[src/rtl/can_mode_defines.svh]
`ifndef CAN_MODE_DEFINES_SVH
`define CAN_MODE_DEFINES_SVH

// register addresses
`define CM_ADDR_CTRL        8'h00
`define CM_ADDR_STAT        8'h01
`define CM_ADDR_WIC         8'h02

// control register fields
`define CM_CTRL_MODE_LSB    0
`define CM_CTRL_SLEEP_BIT   2
`define CM_CTRL_CPE_BIT     3
`define CM_CTRL_TEST_MODE_SELECT_LSB    4

// status register fields
`define CM_STAT_MODE_LSB    0
`define CM_STAT_TEST_BIT    2
`define CM_STAT_CLKEN_BIT   3

// wakeup interrupt control fields
`define CM_WIC_EN_BIT       0
`define CM_WIC_FLAG_BIT     1

// mode codes
`define CM_MODE_OPER        2'h0
`define CM_MODE_RESET       2'h1
`define CM_MODE_HALT        2'h2
`define CM_MODE_SLEEP       2'h3

// test mode select codes
`define CM_TEST_MODE_SELECT_NORMAL      2'h0
`define CM_TEST_MODE_SELECT_LISTEN      2'h1
`define CM_TEST_MODE_SELECT_EXT_LOOP    2'h2
`define CM_TEST_MODE_SELECT_INT_LOOP    2'h3

// reset values
`define CM_RST_CPE          1'b0
`define CM_RST_WAKE_EN      1'b0
`define CM_RST_RDATA        8'h00
`define CM_RST_RECESSIVE    1'b1

`endif

[src/rtl/can_mode_pkg.sv]
package can_mode_pkg;

  typedef enum logic [1:0] {
    mode_oper,
    mode_reset,
    mode_halt,
    mode_sleep
  } mode_type;

  typedef enum logic [1:0] {
    tm_normal,
    tm_listen,
    tm_ext_loop,
    tm_int_loop
  } test_mode_type;

  typedef struct packed {
    mode_type      mode;
    mode_type      ret_mode;
    test_mode_type tmode;
    logic          controller_enable_bit;
    logic          wake_en;
    logic          wake_flag;
    logic [7:0]    rdata;
    logic          tx_pin;
    logic          rx_out;
    logic          ack_self;
    logic          tx_grant;
    logic          store_en;
    logic          clk_en;
    logic          irq;
  } ctrl_state_type;

  typedef struct packed {
    logic rx_prev;
    logic fall;
  } wake_state_type;

endpackage

[src/rtl/can_wake_detect.sv]
`timescale 1ns/10ps
`include "can_mode_defines.svh"

module can_wake_detect (
  input  wire logic core_clk_i,
  input  wire logic sys_rst_i,
  input  wire logic rx_i,
  output logic      fall_o
);
  import can_mode_pkg::*;

  wake_state_type state_r;
  wake_state_type state_nxt;

  // a recessive idle is assumed at reset so a bus held low fires a fall at once
  always_comb begin
    state_nxt         = state_r;
    state_nxt.rx_prev = rx_i;
    state_nxt.fall    = state_r.rx_prev & ~rx_i;
  end

  always_ff @(posedge core_clk_i) begin
    if (sys_rst_i) begin
      state_r.rx_prev <= `CM_RST_RECESSIVE;
      state_r.fall    <= 1'b0;
    end else begin
      state_r <= state_nxt;
    end
  end

  assign fall_o = state_r.fall;

endmodule

[src/rtl/can_mode_ctrl.sv]
`timescale 1ns/10ps
`include "can_mode_defines.svh"

module can_mode_ctrl (
  input  wire logic       core_clk_i,
  input  wire logic       sys_rst_i,
  input  wire logic [7:0] reg_addr_i,
  input  wire logic [7:0] reg_wdata_i,
  input  wire logic       reg_wr_i,
  input  wire logic       reg_rd_i,
  output logic      [7:0] reg_rdata_o,
  input  wire logic       proto_tx_i,
  input  wire logic       proto_tx_start_req_i,
  output logic            proto_rx_o,
  output logic            tx_start_grant_o,
  output logic            ack_self_o,
  output logic            rx_store_en_o,
  output logic            proto_clk_en_o,
  input  wire logic       bus_receive_pin_i,
  output logic            bus_transmit_pin_o,
  output logic            wakeup_irq_o
);
  import can_mode_pkg::*;

  ctrl_state_type state_r;
  ctrl_state_type state_nxt;
  logic           wake_fall;
  logic           ctrl_wr;
  logic           wic_wr;
  logic           wake_event;
  logic           active;

  function automatic test_mode_type decode_test_mode_select(input logic [1:0] code);
    test_mode_type tm;
    tm = tm_normal;
    unique case (code)
      `CM_TEST_MODE_SELECT_NORMAL:   tm = tm_normal;
      `CM_TEST_MODE_SELECT_LISTEN:   tm = tm_listen;
      `CM_TEST_MODE_SELECT_EXT_LOOP: tm = tm_ext_loop;
      `CM_TEST_MODE_SELECT_INT_LOOP: tm = tm_int_loop;
    endcase
    return tm;
  endfunction

  function automatic logic [1:0] code_test_mode_select(input test_mode_type tm);
    logic [1:0] code;
    code = `CM_TEST_MODE_SELECT_NORMAL;
    unique case (tm)
      tm_normal:   code = `CM_TEST_MODE_SELECT_NORMAL;
      tm_listen:   code = `CM_TEST_MODE_SELECT_LISTEN;
      tm_ext_loop: code = `CM_TEST_MODE_SELECT_EXT_LOOP;
      tm_int_loop: code = `CM_TEST_MODE_SELECT_INT_LOOP;
    endcase
    return code;
  endfunction

  function automatic logic [1:0] code_mode(input mode_type m);
    logic [1:0] code;
    code = `CM_MODE_OPER;
    unique case (m)
      mode_oper:  code = `CM_MODE_OPER;
      mode_reset: code = `CM_MODE_RESET;
      mode_halt:  code = `CM_MODE_HALT;
      mode_sleep: code = `CM_MODE_SLEEP;
    endcase
    return code;
  endfunction

  can_wake_detect i_can_wake_detect (
    .core_clk_i (core_clk_i),
    .sys_rst_i  (sys_rst_i),
    .rx_i       (bus_receive_pin_i),
    .fall_o     (wake_fall)
  );

  assign ctrl_wr    = reg_wr_i && (reg_addr_i == `CM_ADDR_CTRL);
  assign wic_wr     = reg_wr_i && (reg_addr_i == `CM_ADDR_WIC);
  assign wake_event = wake_fall && (state_r.mode == mode_sleep) && state_r.wake_en
                      && state_r.controller_enable_bit;
  assign active     = (state_r.mode != mode_sleep) && state_r.controller_enable_bit;

  always_comb begin
    state_nxt = state_r;

    // mode requests
    if (ctrl_wr) begin
      if (state_r.mode == mode_sleep) begin
        if (!reg_wdata_i[`CM_CTRL_SLEEP_BIT]) begin
          state_nxt.mode = state_r.ret_mode;
        end
      end else if (reg_wdata_i[`CM_CTRL_SLEEP_BIT]) begin
        // sleep straight from operation is refused, mode stays as it is
        if (state_r.mode == mode_reset || state_r.mode == mode_halt) begin
          state_nxt.ret_mode = state_r.mode;
          state_nxt.mode     = mode_sleep;
        end
      end else begin
        unique case (reg_wdata_i[`CM_CTRL_MODE_LSB +: 2])
          `CM_MODE_OPER:  state_nxt.mode = mode_oper;
          `CM_MODE_RESET: state_nxt.mode = mode_reset;
          `CM_MODE_HALT:  state_nxt.mode = mode_halt;
          `CM_MODE_SLEEP: state_nxt.mode = state_r.mode;
        endcase
      end
      state_nxt.controller_enable_bit = reg_wdata_i[`CM_CTRL_CPE_BIT];
      // test mode changes only take effect from halt; protects a frame in flight
      if (state_r.mode == mode_halt) begin
        state_nxt.tmode = decode_test_mode_select(reg_wdata_i[`CM_CTRL_TEST_MODE_SELECT_LSB +: 2]);
      end
    end

    // wakeup enable and sticky flag; a new wake event beats the clear
    if (wic_wr) begin
      state_nxt.wake_en = reg_wdata_i[`CM_WIC_EN_BIT];
      if (reg_wdata_i[`CM_WIC_FLAG_BIT]) begin
        state_nxt.wake_flag = 1'b0;
      end
    end
    if (wake_event) begin
      state_nxt.wake_flag = 1'b1;
    end
    state_nxt.irq = state_nxt.wake_flag;

    // read data stands for one cycle only
    state_nxt.rdata = `CM_RST_RDATA;
    if (reg_rd_i) begin
      unique case (reg_addr_i)
        `CM_ADDR_CTRL: begin
          state_nxt.rdata[`CM_CTRL_MODE_LSB +: 2] =
            code_mode((state_r.mode == mode_sleep) ? state_r.ret_mode : state_r.mode);
          state_nxt.rdata[`CM_CTRL_SLEEP_BIT]     = (state_r.mode == mode_sleep);
          state_nxt.rdata[`CM_CTRL_CPE_BIT]       = state_r.controller_enable_bit;
          state_nxt.rdata[`CM_CTRL_TEST_MODE_SELECT_LSB +: 2] = code_test_mode_select(state_r.tmode);
        end
        `CM_ADDR_STAT: begin
          state_nxt.rdata[`CM_STAT_MODE_LSB +: 2] = code_mode(state_r.mode);
          state_nxt.rdata[`CM_STAT_TEST_BIT]      = (state_r.tmode != tm_normal);
          state_nxt.rdata[`CM_STAT_CLKEN_BIT]     = state_r.clk_en;
        end
        `CM_ADDR_WIC: begin
          state_nxt.rdata[`CM_WIC_EN_BIT]   = state_r.wake_en;
          state_nxt.rdata[`CM_WIC_FLAG_BIT] = state_r.wake_flag;
        end
        default: state_nxt.rdata = `CM_RST_RDATA;
      endcase
    end

    // bus side routing; one register stage on every path
    state_nxt.clk_en   = (state_r.mode != mode_sleep);
    state_nxt.tx_pin   = `CM_RST_RECESSIVE;
    state_nxt.rx_out   = `CM_RST_RECESSIVE;
    state_nxt.ack_self = 1'b0;
    state_nxt.store_en = active && (state_r.mode == mode_oper);
    state_nxt.tx_grant = 1'b0;
    if (active) begin
      unique case (state_r.tmode)
        tm_normal: begin
          state_nxt.tx_pin   = proto_tx_i;
          state_nxt.rx_out   = bus_receive_pin_i;
          state_nxt.tx_grant = proto_tx_start_req_i && (state_r.mode == mode_oper);
        end
        tm_listen: begin
          // dominant wishes of the core come back inside; the bus never sees them
          state_nxt.rx_out = bus_receive_pin_i & proto_tx_i;
        end
        tm_ext_loop: begin
          state_nxt.tx_pin   = proto_tx_i;
          state_nxt.rx_out   = bus_receive_pin_i;
          state_nxt.ack_self = 1'b1;
          state_nxt.tx_grant = proto_tx_start_req_i && (state_r.mode == mode_oper);
        end
        tm_int_loop: begin
          state_nxt.rx_out   = proto_tx_i;
          state_nxt.ack_self = 1'b1;
          state_nxt.tx_grant = proto_tx_start_req_i && (state_r.mode == mode_oper);
        end
      endcase
    end
  end

  always_ff @(posedge core_clk_i) begin
    if (sys_rst_i) begin
      state_r.mode      <= mode_reset;
      state_r.ret_mode  <= mode_reset;
      state_r.tmode     <= tm_normal;
      state_r.controller_enable_bit       <= `CM_RST_CPE;
      state_r.wake_en   <= `CM_RST_WAKE_EN;
      state_r.wake_flag <= 1'b0;
      state_r.rdata     <= `CM_RST_RDATA;
      state_r.tx_pin    <= `CM_RST_RECESSIVE;
      state_r.rx_out    <= `CM_RST_RECESSIVE;
      state_r.ack_self  <= 1'b0;
      state_r.tx_grant  <= 1'b0;
      state_r.store_en  <= 1'b0;
      state_r.clk_en    <= 1'b1;
      state_r.irq       <= 1'b0;
    end else begin
      state_r <= state_nxt;
    end
  end

  assign reg_rdata_o        = state_r.rdata;
  assign proto_rx_o         = state_r.rx_out;
  assign tx_start_grant_o   = state_r.tx_grant;
  assign ack_self_o         = state_r.ack_self;
  assign rx_store_en_o      = state_r.store_en;
  assign proto_clk_en_o     = state_r.clk_en;
  assign bus_transmit_pin_o = state_r.tx_pin;
  assign wakeup_irq_o       = state_r.irq;
endmodule

[config.mk]
export PLATFORM = sky130hd
export DESIGN_NAME = can_mode_ctrl
export DESIGN_NICKNAME = d
export VERILOG_FILES = /design/src/rtl/can_mode_pkg.sv /design/src/rtl/can_wake_detect.sv /design/src/rtl/can_mode_ctrl.sv
export VERILOG_INCLUDE_DIRS = /design/src /design/src/rtl
export SDC_FILE = /design/constraint.sdc
export NUM_CORES = 1
export LEC_CHECK = 0
export ABC_CLOCK_PERIOD_IN_PS = 3050
export BUFFER_PORTS_ARGS = -buffer_cell sky130_fd_sc_hd__buf_2
export CAP_MARGIN = 20
export CORE_MARGIN = 10
export CORE_UTILIZATION = 40
export DETAILED_ROUTE_END_ITERATION = 10
export HOLD_SLACK_MARGIN = 0.1
export PLACE_DENSITY = 0.73
export SLEW_MARGIN = 40
export SYNTH_ARGS = -nofsm -noshare
export SYNTH_HDL_FRONTEND = slang
export SYNTH_SLANG_ARGS = --single-unit
[constraint.sdc]
create_clock -name core_clk_i -period 3.05 [get_ports core_clk_i]
set_clock_uncertainty 0.2 [all_clocks]
set_input_delay 0.305 -clock core_clk_i [delete_from_list [all_inputs] [get_ports core_clk_i]]
set_output_delay 0.305 -clock core_clk_i [all_outputs]
set_load 0.05 [all_outputs]
==> results.md, run 1 <==
- Setup tns final: 0 ns
- CTS tree: done
- Wire length per cell: 13.8 um
- Die height: 73.0 um
- FMAX: 0.543 GHz
- Site Rows: 19
- Yosys top cell area share: 40.9%
- Status: complete, no violations
- Design area: 1360 um^2
- Sink Count: 23
- Synth Flop Type: dfxtp_1
- Crit end category: register
- # nets final: about 190
- Detail Route Antenna Nets: 0
- Most common cell after layout, fill and taps aside: buf_2
- RSZ-0062 raised after global routing: false
- Peak VDD IR: roughly 0.00038 V
- Synth warn: 0
- Detailed-route via count: around 960
- Drt drc: 0
- GRT Residual Overflow: 0
- Worst hold path class: in2reg
- Critical Path RT: 3.05 ns
- Die ar.: 5330 um^2
- Clock Latency Late Sink: ~0.3 ns
- Least-Margin Pin Slew: roughly 0.54 ns
- Area Overhead vs Synth: 20.8%
- Share of layout cells above drive strength 1: 27.4%
- Hold slack final: 0.131 ns
- Async S/R FF share, synth: 0%
- Via density: 5.12
- Initial DRT Pass Iterations: 4
- Mean post-synth cell area: 9.14 um^2
- Max Transition Viols Final: 0
- Die X-Extent: 73.0 um
- Max_cap viols: 0
- Period utilization: 60.4%
- Ant diodes: 0
- Setup crit start: state_r[22]
- DP Wirelength: 2.03 mm
- Postcts setup bufs: 0
- Core ar.: 2730 um^2
- Synthesized area: between 1000 and 1500 um^2
- # setup viols final: 0
- Initial Util: 41.1%
- Vias in the first global route: 937
- Placement Cell Area: 1260 um^2
- Hold path startpoint: reg_addr_i[0]
- WS Path Type: reg2reg
- DRT iter0 DRCs: 104
- Hold Vio Cnt, Final: 0
- CTS Buf Count: 3
- Cells after Synth: 123
- Synth area leader: dfxtp_1
- Commonest non-fill, non-tap cells in the layout: buf_2 (33), dfxtp_1 (23), nor2_1 (13)
- Worst reg2reg startpoint: state_r[22]
- H-tree lvl count: 1
- GPL Wtd Cong: 0.864
- Minimum clock period: 1.84 ns
- Post-synthesis sequential area ratio: 40.9%
- WP data arrival: ~1.8 ns
- Initial antenna violation count: 0
- Clock-pin slew on the worst setup and hold paths: 0.12 ns
- Post-synth cell types: 35
- Number of synthesized flops with an enable pin: 0
- First-pass GRT wire length: between 4 and 5 mm
- Routed WL: 2.59 mm
- I/O Buffers: 33
- CTS Buffer Depth: 2
- Slew headroom: 63.9%
- Io pins: 38
- Synthesized flop and latch total: 23
- Total Routing Usage GR: 9.91%
- Root cell of the clock tree: clkbuf_4
- PwrDens: 359 nW/um^2
- Largest net degree at the start of global routing: 16
- Pleak: 0.588 nW
- CP Max Fanout: 5
- Largest cells by area after synthesis: dfxtp_1 (41%), mux2i_1 (7.1%), ha_1 (5.6%), buf_4 (5.3%), nor2_1 (4.3%)
- Worst setup SP type: register
[registers in the layout, indices dropped and copies added, names as in the netlist]
| register | cells |
|---|---|
| ack_self_o | 1 |
| bus_transmit_pin_o | 1 |
| i_can_wake_detect.fall_o | 1 |
| i_can_wake_detect.state_r | 1 |
| proto_clk_en_o | 1 |
| proto_rx_o | 1 |
| reg_rdata_o | 6 |
| rx_store_en_o | 1 |
| state_r | 8 |
| tx_start_grant_o | 1 |
| wakeup_irq_o | 1 |
[cell usage after synthesis (2+ instances only)]
library cell,number
mux2i_1,8
nand4_1,3
nand2b_1,3
nor2_1,13
ha_1,5
inv_1,6
nand3_1,2
nor3_1,5
dfxtp_1,23
nor4b_1,4
o21ai_0,2
and2_1,2
clkbuf_1,3
buf_4,8
a21oi_1,7
nor2b_1,2
nand2_1,9
[layout make-up]
cell class,count,area (um^2)
fill,249,1380
multi-input combinational,84,574
sequential,23,460
timing repair buffer,40,235
tap,31,38.8
clock buffer,3,22.5
inverter,6,22.5
clock inverter,1,5.00
[routing by layer]
metal / GRT usage (%) / vias to the layer above / wire length, um / part of all wire, %
li1: - / 488 / - / -
met1: 10.7 / 444 / 1060 / 41
met2: 16.8 / 27 / 1320 / 51
met3: 4.49 / 4 / 183 / 7.1
met4: 2.95 / 0 / 25 / 0.97
met5: 0 / - / 0 / 0
[cells by family after synthesis]
| group | after synthesis | synth area share [%] |
|---|---|---|
| and+or+nand+nor | 54 | 29.3 |
| muxes | 8 | 7.12 |
| buffers and inverters | 17 | 8.34 |
| adders and majority gates | 5 | 5.56 |
| AOI/OAI and AO/OA | 15 | 8.45 |
| DFF | 23 | 40.9 |
| other | 1 | 0.333 |
[worst max-delay path, cell delays in order, from the launching register on]
cell and delay, ns:
dfxtp_1 0.45, inv_1 0.12, ha_1 0.33, nand3b_1 0.12, nor4_4 0.25, mux2i_1 0.23
nor2_1 0.05
[worst paths after layout]
path	end	slack, ns	depth (start not counted)
max	state_r[21]	1.21	6
min	reg_rdata_o[5]	0.13	2
max reg2reg	state_r[21]	1.21	6
min reg2reg	i_can_wake_detect.fall_o	0.22	2
[power by group]
part           switching, mW  internal [mW]
clock                 0.0842         0.0490
sequential          0.000475          0.302
combinational         0.0286         0.0241
[timing repair]
action	CTS	global route
gates resized for setup	0	0
hold buffers	7	0
endpoints found under the hold margin	9	0
[stage by stage]
stage               cells  utilization (%)  total power [mW]  worst slack, ns
floorplan             124                -             0.336             1.29
global placement      177             46.1             0.354             1.04
detailed placement    177             46.1             0.354             1.04
CTS                   188             49.7             0.495             1.21
global route          188             49.7             0.512             1.05
finish                188             49.7             0.488             1.21
Power figures use the tool's default switching activity.
==> inputs of run 2 (changes only) <==
Settings changed: ABC_AREA set to 1, ABC_CLOCK_PERIOD_IN_PS 3050 to 1800.
Clock period 3.05 ns to 1.8 ns, I/O delays scaled along.
==> results.md, run 2 <==
- Initial DRT Pass Iterations: 4 (unchanged)
- Max_cap viols: 0 (unchanged)
- Ant diodes: 0 (unchanged)
- DP Wirelength: 2.01 mm (-1.2%)
- Clock network fraction of total power: 28.7% (+1.4 points)
- Number of synthesized flops with an enable pin: 0 (unchanged)
- Die X-Extent: 73.2 um (+0.28%)
- Crit end category: register
- Min-Delay Endpoint: reg_rdata_o[3]
- Die height: 73.2 um (+0.28%)
- Site Rows: 19 (unchanged)
- Final Non-Filler Cells: 236 (+26%)
- FF-to-FF End: state_r[23]
- Detail Route Antenna Nets: 0 (unchanged)
- Root cell of the clock tree: clkbuf_4
- Max stage delay on crit path: 0.57 ns (+0.12 ns)
- Worst reg2reg startpoint: state_r[23]
- Most used cell, CP: dlygate4sd3_1
- Peak VDD IR: 0.000449 V (+20%)
- Synth area leader: dfxtp_1
- H-tree lvl count: 1 (unchanged)
- Slowest cell on crit path: dlygate4sd3_1
- CTS Buf Count: 3 (unchanged)
- Inst Count DP: 218 (+23%)
- Total Routing Usage GR: 10.5% (+0.62 points)
- FMAX: 0.590 GHz
- Setup tns final: 0 ns (unchanged)
- Area Overhead vs Synth: 28.4%
- Synth warn: 0 (unchanged)
- CTS tree: done
- Die ar.: 5360 um^2 (+0.56%)
- Mean post-synth cell area: 7.00 um^2 (-23%)
- Max Transition Viols Final: 0 (unchanged)
- Pleak: 0.754 nW (+28%)
- Worst hold path class: in2reg
- WS Path Type: in2reg
- # setup viols final: 0 (unchanged)
- Filler cells: 268 (+7.6%)
- WP data arrival: 1.75 ns (-0.09 ns)
- Synthesized flop and latch total: 23 (unchanged)
- Share of layout cells above drive strength 1: 22.4% (-4.9 points)
- Minimum clock period: 1.69 ns
- First-pass GRT wire length: 4.64 mm (+9.2%)
- Worst setup SP type: input pin
- Vias in the first global route: 1087 (+16%)
- Wire length per cell: 11.8 um (-14%)
- # nets final: 234 (+26%)
- Post-synth cell types: 21 (-40%)
- Status: complete, no violations
- Routed WL: 2.78 mm (+7.5%)
- Area occupied by multi-input gates: 541 um^2 (-5.9%)
- Drt drc: 0 (unchanged)
- Seq pwr share: 60.4% (-1.5 points)
- Largest cells by area after synthesis: dfxtp_1 (41%), nand2_1 (14%), nor2_1 (9.9%), inv_1 (5.6%), ha_1 (5.5%)
- Synth Flop Type: dfxtp_1
- Sink Count: 23 (unchanged)
- Yosys top cell area share: 40.6% (-0.32 points)
- Async S/R FF share, synth: 0% (unchanged)
- Internal Power: 0.635 mW (+69%)
- Reg2reg path depth: 10 (+4)
- Min-Delay Path Depth: 5 (+3)
- CP Max Fanout: 10 (+5)
- Switching Share: 24.8% (+1.6 points)
- Flop2flop setup slack: 0.16 ns (-1.05 ns)
- Io pins: 38 (unchanged)
- Most common cell after layout, fill and taps aside: nand2_1
- Synthesized area: 1130 um^2 (+0.78%)
- Core ar.: 2730 um^2 (unchanged)
- CTS Buffer Depth: 2 (unchanged)
- GRT Residual Overflow: 0 (unchanged)
- Switching power of the nets: 0.209 mW (+85%)
- RSZ-0062 raised after global routing: false
- Clock Latency Late Sink: 0.32 ns (+0.02 ns)
- Via density: 4.61 (-10%)
- Critical Path RT: 1.86 ns (-1.19 ns)
- Comb power frac: 10.9% (about the same)
- Period utilization: between 90% and 100%
- Initial Util: 41.5% (+0.32 points)
- Detailed-route via count: 1088 (+13%)
- Synth top cells by count: nand2_1 (41), nor2_1 (30), dfxtp_1 (23)
- Initial antenna violation count: 0 (unchanged)
- PwrDens: 580 nW/um^2 (+61%)
- Reg with most FFs: state_r
- Largest net degree at the start of global routing: 14 (-2)
- Clock-pin slew on the worst setup and hold paths: 0.12 ns (about the same)
- Post-synthesis sequential area ratio: 40.6% (-0.32 points)
- Hold path startpoint: reg_addr_i[0]
- Cells after Synth: 162 (+32%)
- Hold Vio Cnt, Final: 0 (unchanged)
- Most frequent cell after synthesis: nand2_1
- FF/Latch Area: 468 um^2 (+1.6%)
- Max reg flops: 8 (unchanged)
- Commonest non-fill, non-tap cells in the layout: nand2_1 (41), buf_2 (33), nor2_1 (30)
- I/O Buffers: 33 (unchanged)
- GPL Wtd Cong: 0.783 (-9.3%)
- DRT iter0 DRCs: 55 (-47%)
- Worst path cell trace: dlygate4sd3_1 > buf_2 > nand3_1 > dlygate4sd3_1 > a21oi_1
## run 2: cell types whose count changed after synthesis, sizes merged, moves of 3 or more
| cell | change |
|---|---|
| clkbuf | -3 |
| inv | +12 |
| mux2i | -8 |
| nand2 | +34 |
| nand2b | -3 |
| nand3 | +11 |
| nor2 | +19 |
| nor3 | -6 |
| nor4b | -4 |
## run 2: worst max-delay path, delay by kind of cell
family                 cells  cell delay [ns]
AO/OA/AOI/OAI              1             0.15
AND/OR/NAND/NOR            1             0.11
buffers and inverters      3             1.31
## run 2: power by group through the flow
stage	logic (mW)	clock network, mW	registers (mW)
finish	0.0923	0.242	0.510
floorplan	0.0413	0	0.524
detailed placement	0.0695	0	0.524
global route	0.102	0.266	0.510
CTS	0.0892	0.244	0.513
global placement	0.0685	0	0.524
## run 2: per-stage QoR
stage / hold WS [ns] / worst slack, ns / power [mW] / instance area, um^2 / util, %
floorplan: 0.0491 / 0.257 / 0.565 / 1140 / -
global route: 0.134 / 0.0122 / 0.878 / 1460 / 53.2
finish: 0.101 / 0.105 / 0.844 / 1460 / 53.2
global placement: 0.182 / 0.132 / 0.592 / 1280 / 46.7
CTS: 0.108 / 0.0685 / 0.845 / 1440 / 52.8
detailed placement: 0.182 / 0.101 / 0.593 / 1280 / 46.7
## run 2: per-layer routing
layer	track usage (%)	vias up	routed length [um]
met4	3.38	0	29
met1	10.6	482	1070
met2	20.0	23	1510
met5	0	-	0
li1	-	579	-
met3	2.99	4	175
## run 2: how the worst max path moves through the flow
stage	endpoint	slack (ns)	start
detailed placement	state_r[23]	0.10	state_r[22]
global placement	state_r[23]	0.13	state_r[22]
finish	state_r[17]	0.11	reg_wr_i
global route	state_r[23]	0.01	state_r[23]
CTS	i_can_wake_detect.state_r[1]	0.07	sys_rst_i
floorplan	state_r[23]	0.26	state_r[22]
## run 2: cell families after synthesis
kind of cell / synth area share [%]
buffers and inverters: 12.0
and+or+nand+nor: 36.0
adders and majority gates: 5.52
other: 0.331
AOI/OAI and AO/OA: 5.52
DFF: 40.6
## run 2: final cells by class
class / count / area share, %
inverters: 19 / 5.16
clock buffers: 3 / 1.55
clock inverters: 1 / 0.344
multi-input cells: 112 / 37.1
repair buffers: 47 / 21.0
well taps: 31 / 2.67
flip-flops and latches: 23 / 32.2
## run 2: timing repair
item	CTS	global route
resized for setup	0	5
hold buffers	14	0
endpoints found under the hold margin	20	0
endpoints found under the setup margin	0	4
buffers inserted	0	0
==> inputs of run 3 (changes only) <==
Settings changed: ABC_CLOCK_PERIOD_IN_PS 1800 to 1790, SLEW_MARGIN 40 to unset.
Clock period 1.8 ns to 1.79 ns, I/O delays scaled along.
==> results.md, run 3 (synthesis gave the netlist of run 2 again) <==
- Max Transition Viols Final: 0 (unchanged)
- Drt drc: 0 (unchanged)
- Sink Count: 23 (unchanged)
- Site Rows: 19 (unchanged)
- Total power: 0.839 mW (-0.54%)
- Reg2reg path depth: 10 (unchanged)
- Filler cells: 277 (+3.4%)
- CTS Buf Count: 3 (unchanged)
- CTS Buffer Depth: 2 (unchanged)
- Pre-CTS setup slack: 0.0745 ns (-0.0264 ns)
- Critical Path RT: 1.84 ns (-0.02 ns)
- Reg with most FFs: state_r
- Hold path startpoint: reg_addr_i[0]
- Worst hold path class: in2reg
- Total Routing Usage GR: 10.2% (-0.31 points)
- Flop2flop setup slack: 0.10 ns (-0.06 ns)
- FMAX: between 0.5 and 0.6 GHz
- Setup tns final: 0 ns (unchanged)
- Most used cell, CP: dlygate4sd3_1
- # nets final: 234 (unchanged)
- PnR worst setup slack: 0.0870 ns (-0.0180 ns)
- Clock network fraction of total power: 27.9% (-0.8 points)
- Fin util: 53.2% (unchanged)
- Min-Delay Path Depth: 5 (unchanged)
- Slowest cell on crit path: dlygate4sd3_1
- H-tree lvl count: 1 (unchanged)
- DP Wirelength: 2.01 mm (+0.22%)
- Ant diodes: 0 (unchanged)
- Most common cell after layout, fill and taps aside: nand2_1
- Min-Delay Endpoint: reg_rdata_o[3]
- Switching power of the nets: 0.202 mW (-3.6%)
- Initial antenna violation count: 0 (unchanged)
- Core ar.: 2730 um^2 (unchanged)
- Internal Power: 0.638 mW (+0.48%)
- Die height: 73.2 um (unchanged)
- Clock Latency Late Sink: 0.30 ns (-0.02 ns)
- I/O Buffers: 33 (unchanged)
- GRT Residual Overflow: 0 (unchanged)
- Comb power frac: 11.1% (+0.2 points)
- Area Overhead vs Synth: 28.4% (unchanged)
- Detail Route Antenna Nets: 0 (unchanged)
- Max stage delay on crit path: 0.55 ns (-0.02 ns)
- Max reg flops: 8 (unchanged)
- Hold Vio Cnt, Final: 0 (unchanged)
- Clock-pin slew on the worst setup and hold paths: 0.12 ns (about the same)
- Initial DRT Pass Iterations: 4 (unchanged)
- Io pins: 38 (unchanged)
- Wire length per cell: 11.3 um (-4.1%)
- Commonest non-fill, non-tap cells in the layout: nand2_1 (41), buf_2 (33), nor2_1 (30)
- Postcts setup bufs: 0 (unchanged)
- DRT iter0 DRCs: 23 (-58%)
- CTS tree: done
- WS Path Type: in2reg
- Worst path cell trace: dlygate4sd3_1 > buf_2 > clkinvlp_4 > nand2_1 > dlygate4sd3_1
- Die X-Extent: 73.2 um (unchanged)
- Period utilization: 95.1%
- # setup viols final: 0 (unchanged)
- PwrDens: 577 nW/um^2 (-0.54%)
- Max_cap viols: 0 (unchanged)
- Detailed-route via count: 1074 (-1.3%)
- Pleak: 0.754 nW (unchanged)
- FF-to-FF End: state_r[23]
- CP Max Fanout: 9 (-1)
- Routed WL: 2.67 mm (-4.1%)
- Largest net degree at the start of global routing: 14 (unchanged)
- Worst reg2reg startpoint: state_r[22]
- Switching Share: 24.0% (-0.77 points)
- Seq pwr share: 61.1% (+0.7 points)
- Root cell of the clock tree: clkbuf_4
- Hold slack final: 0.116 ns (+0.0149 ns)
- Crit end category: register
- Vias in the first global route: 1041 (-4.2%)
- GPL Wtd Cong: 0.784 (about the same)
- Worst setup SP type: input pin
- Minimum clock period: 1.70 ns
- Initial Util: 41.5% (unchanged)
- First-pass GRT wire length: 4.49 mm (-3.3%)
- Via density: 4.55 (-1.3%)
- WP data arrival: 1.76 ns (about the same)
- Share of layout cells above drive strength 1: 22.4% (unchanged)
- Status: complete, no violations
- Peak VDD IR: 0.000426 V (-5.1%)
- Die ar.: 5360 um^2 (unchanged)
run 3: what timing repair did:
action | 4_1_cts | 5_1_grt
endpoints found under the hold margin | 20 | 0
hold buffers | 14 | 0
resized for setup | 0 | 5
setup endpoints to repair | 0 | 5
run 3: critical path, delay by kind of cell:
family	cells	cell delay, ns
buffers and inverters	4	1.46
and+or+nand+nor	1	0.11
run 3: final cells by class:
type | instances | area, um^2 | area share, %
Multi-Input combinational cell | 112 | 541 | 37.1
Inverter | 19 | 75.1 | 5.16
Sequential cell | 23 | 468 | 32.2
Tap cell | 31 | 38.8 | 2.67
Timing Repair Buffer | 47 | 305 | 21.0
Clock buffer | 3 | 22.5 | 1.55
Clock inverter | 1 | 5.00 | 0.344
run 3: worst max-delay path by stage:
stage / start / end / slack [ns] / cells after the start
2_1_floorplan: state_r[22] / state_r[23] / 0.25 / 9
3_3_place_gp: state_r[22] / state_r[23] / 0.12 / 9
3_5_place_dp: state_r[22] / state_r[23] / 0.07 / 10
4_1_cts: state_r[22] / state_r[23] / 0.04 / 10
5_1_grt: state_r[22] / state_r[23] / -0.0004 / 10
6_report: sys_rst_i / i_can_wake_detect.state_r[1] / 0.09 / 5
run 3: power by group through the flow:
stage	logic, mW	clock network (mW)	registers, mW
after floorplan	0.0416	0	0.527
after global placement	0.0689	0	0.527
after detailed placement	0.0702	0	0.527
after CTS	0.0901	0.238	0.515
after global routing	0.103	0.265	0.513
final	0.0931	0.234	0.512
run 3: metal layers:
layer / share of wire, % / track usage (%) / up-vias / wire length [um]
met5: 0 / 0 / - / 0
met4: 1.2 / 4.64 / 0 / 32
met3: 5.0 / 2.86 / 4 / 134
met2: 54 / 18.6 / 16 / 1430
met1: 40 / 10.4 / 473 / 1070
li1: - / - / 581 / -
run 3: through the flow:
step	std cells	instance area [um^2]
5_1_grt	236	1460
4_1_cts	236	1440
3_5_place_dp	218	1280
6_report	236	1460
2_1_floorplan	163	1140
3_3_place_gp	218	1280
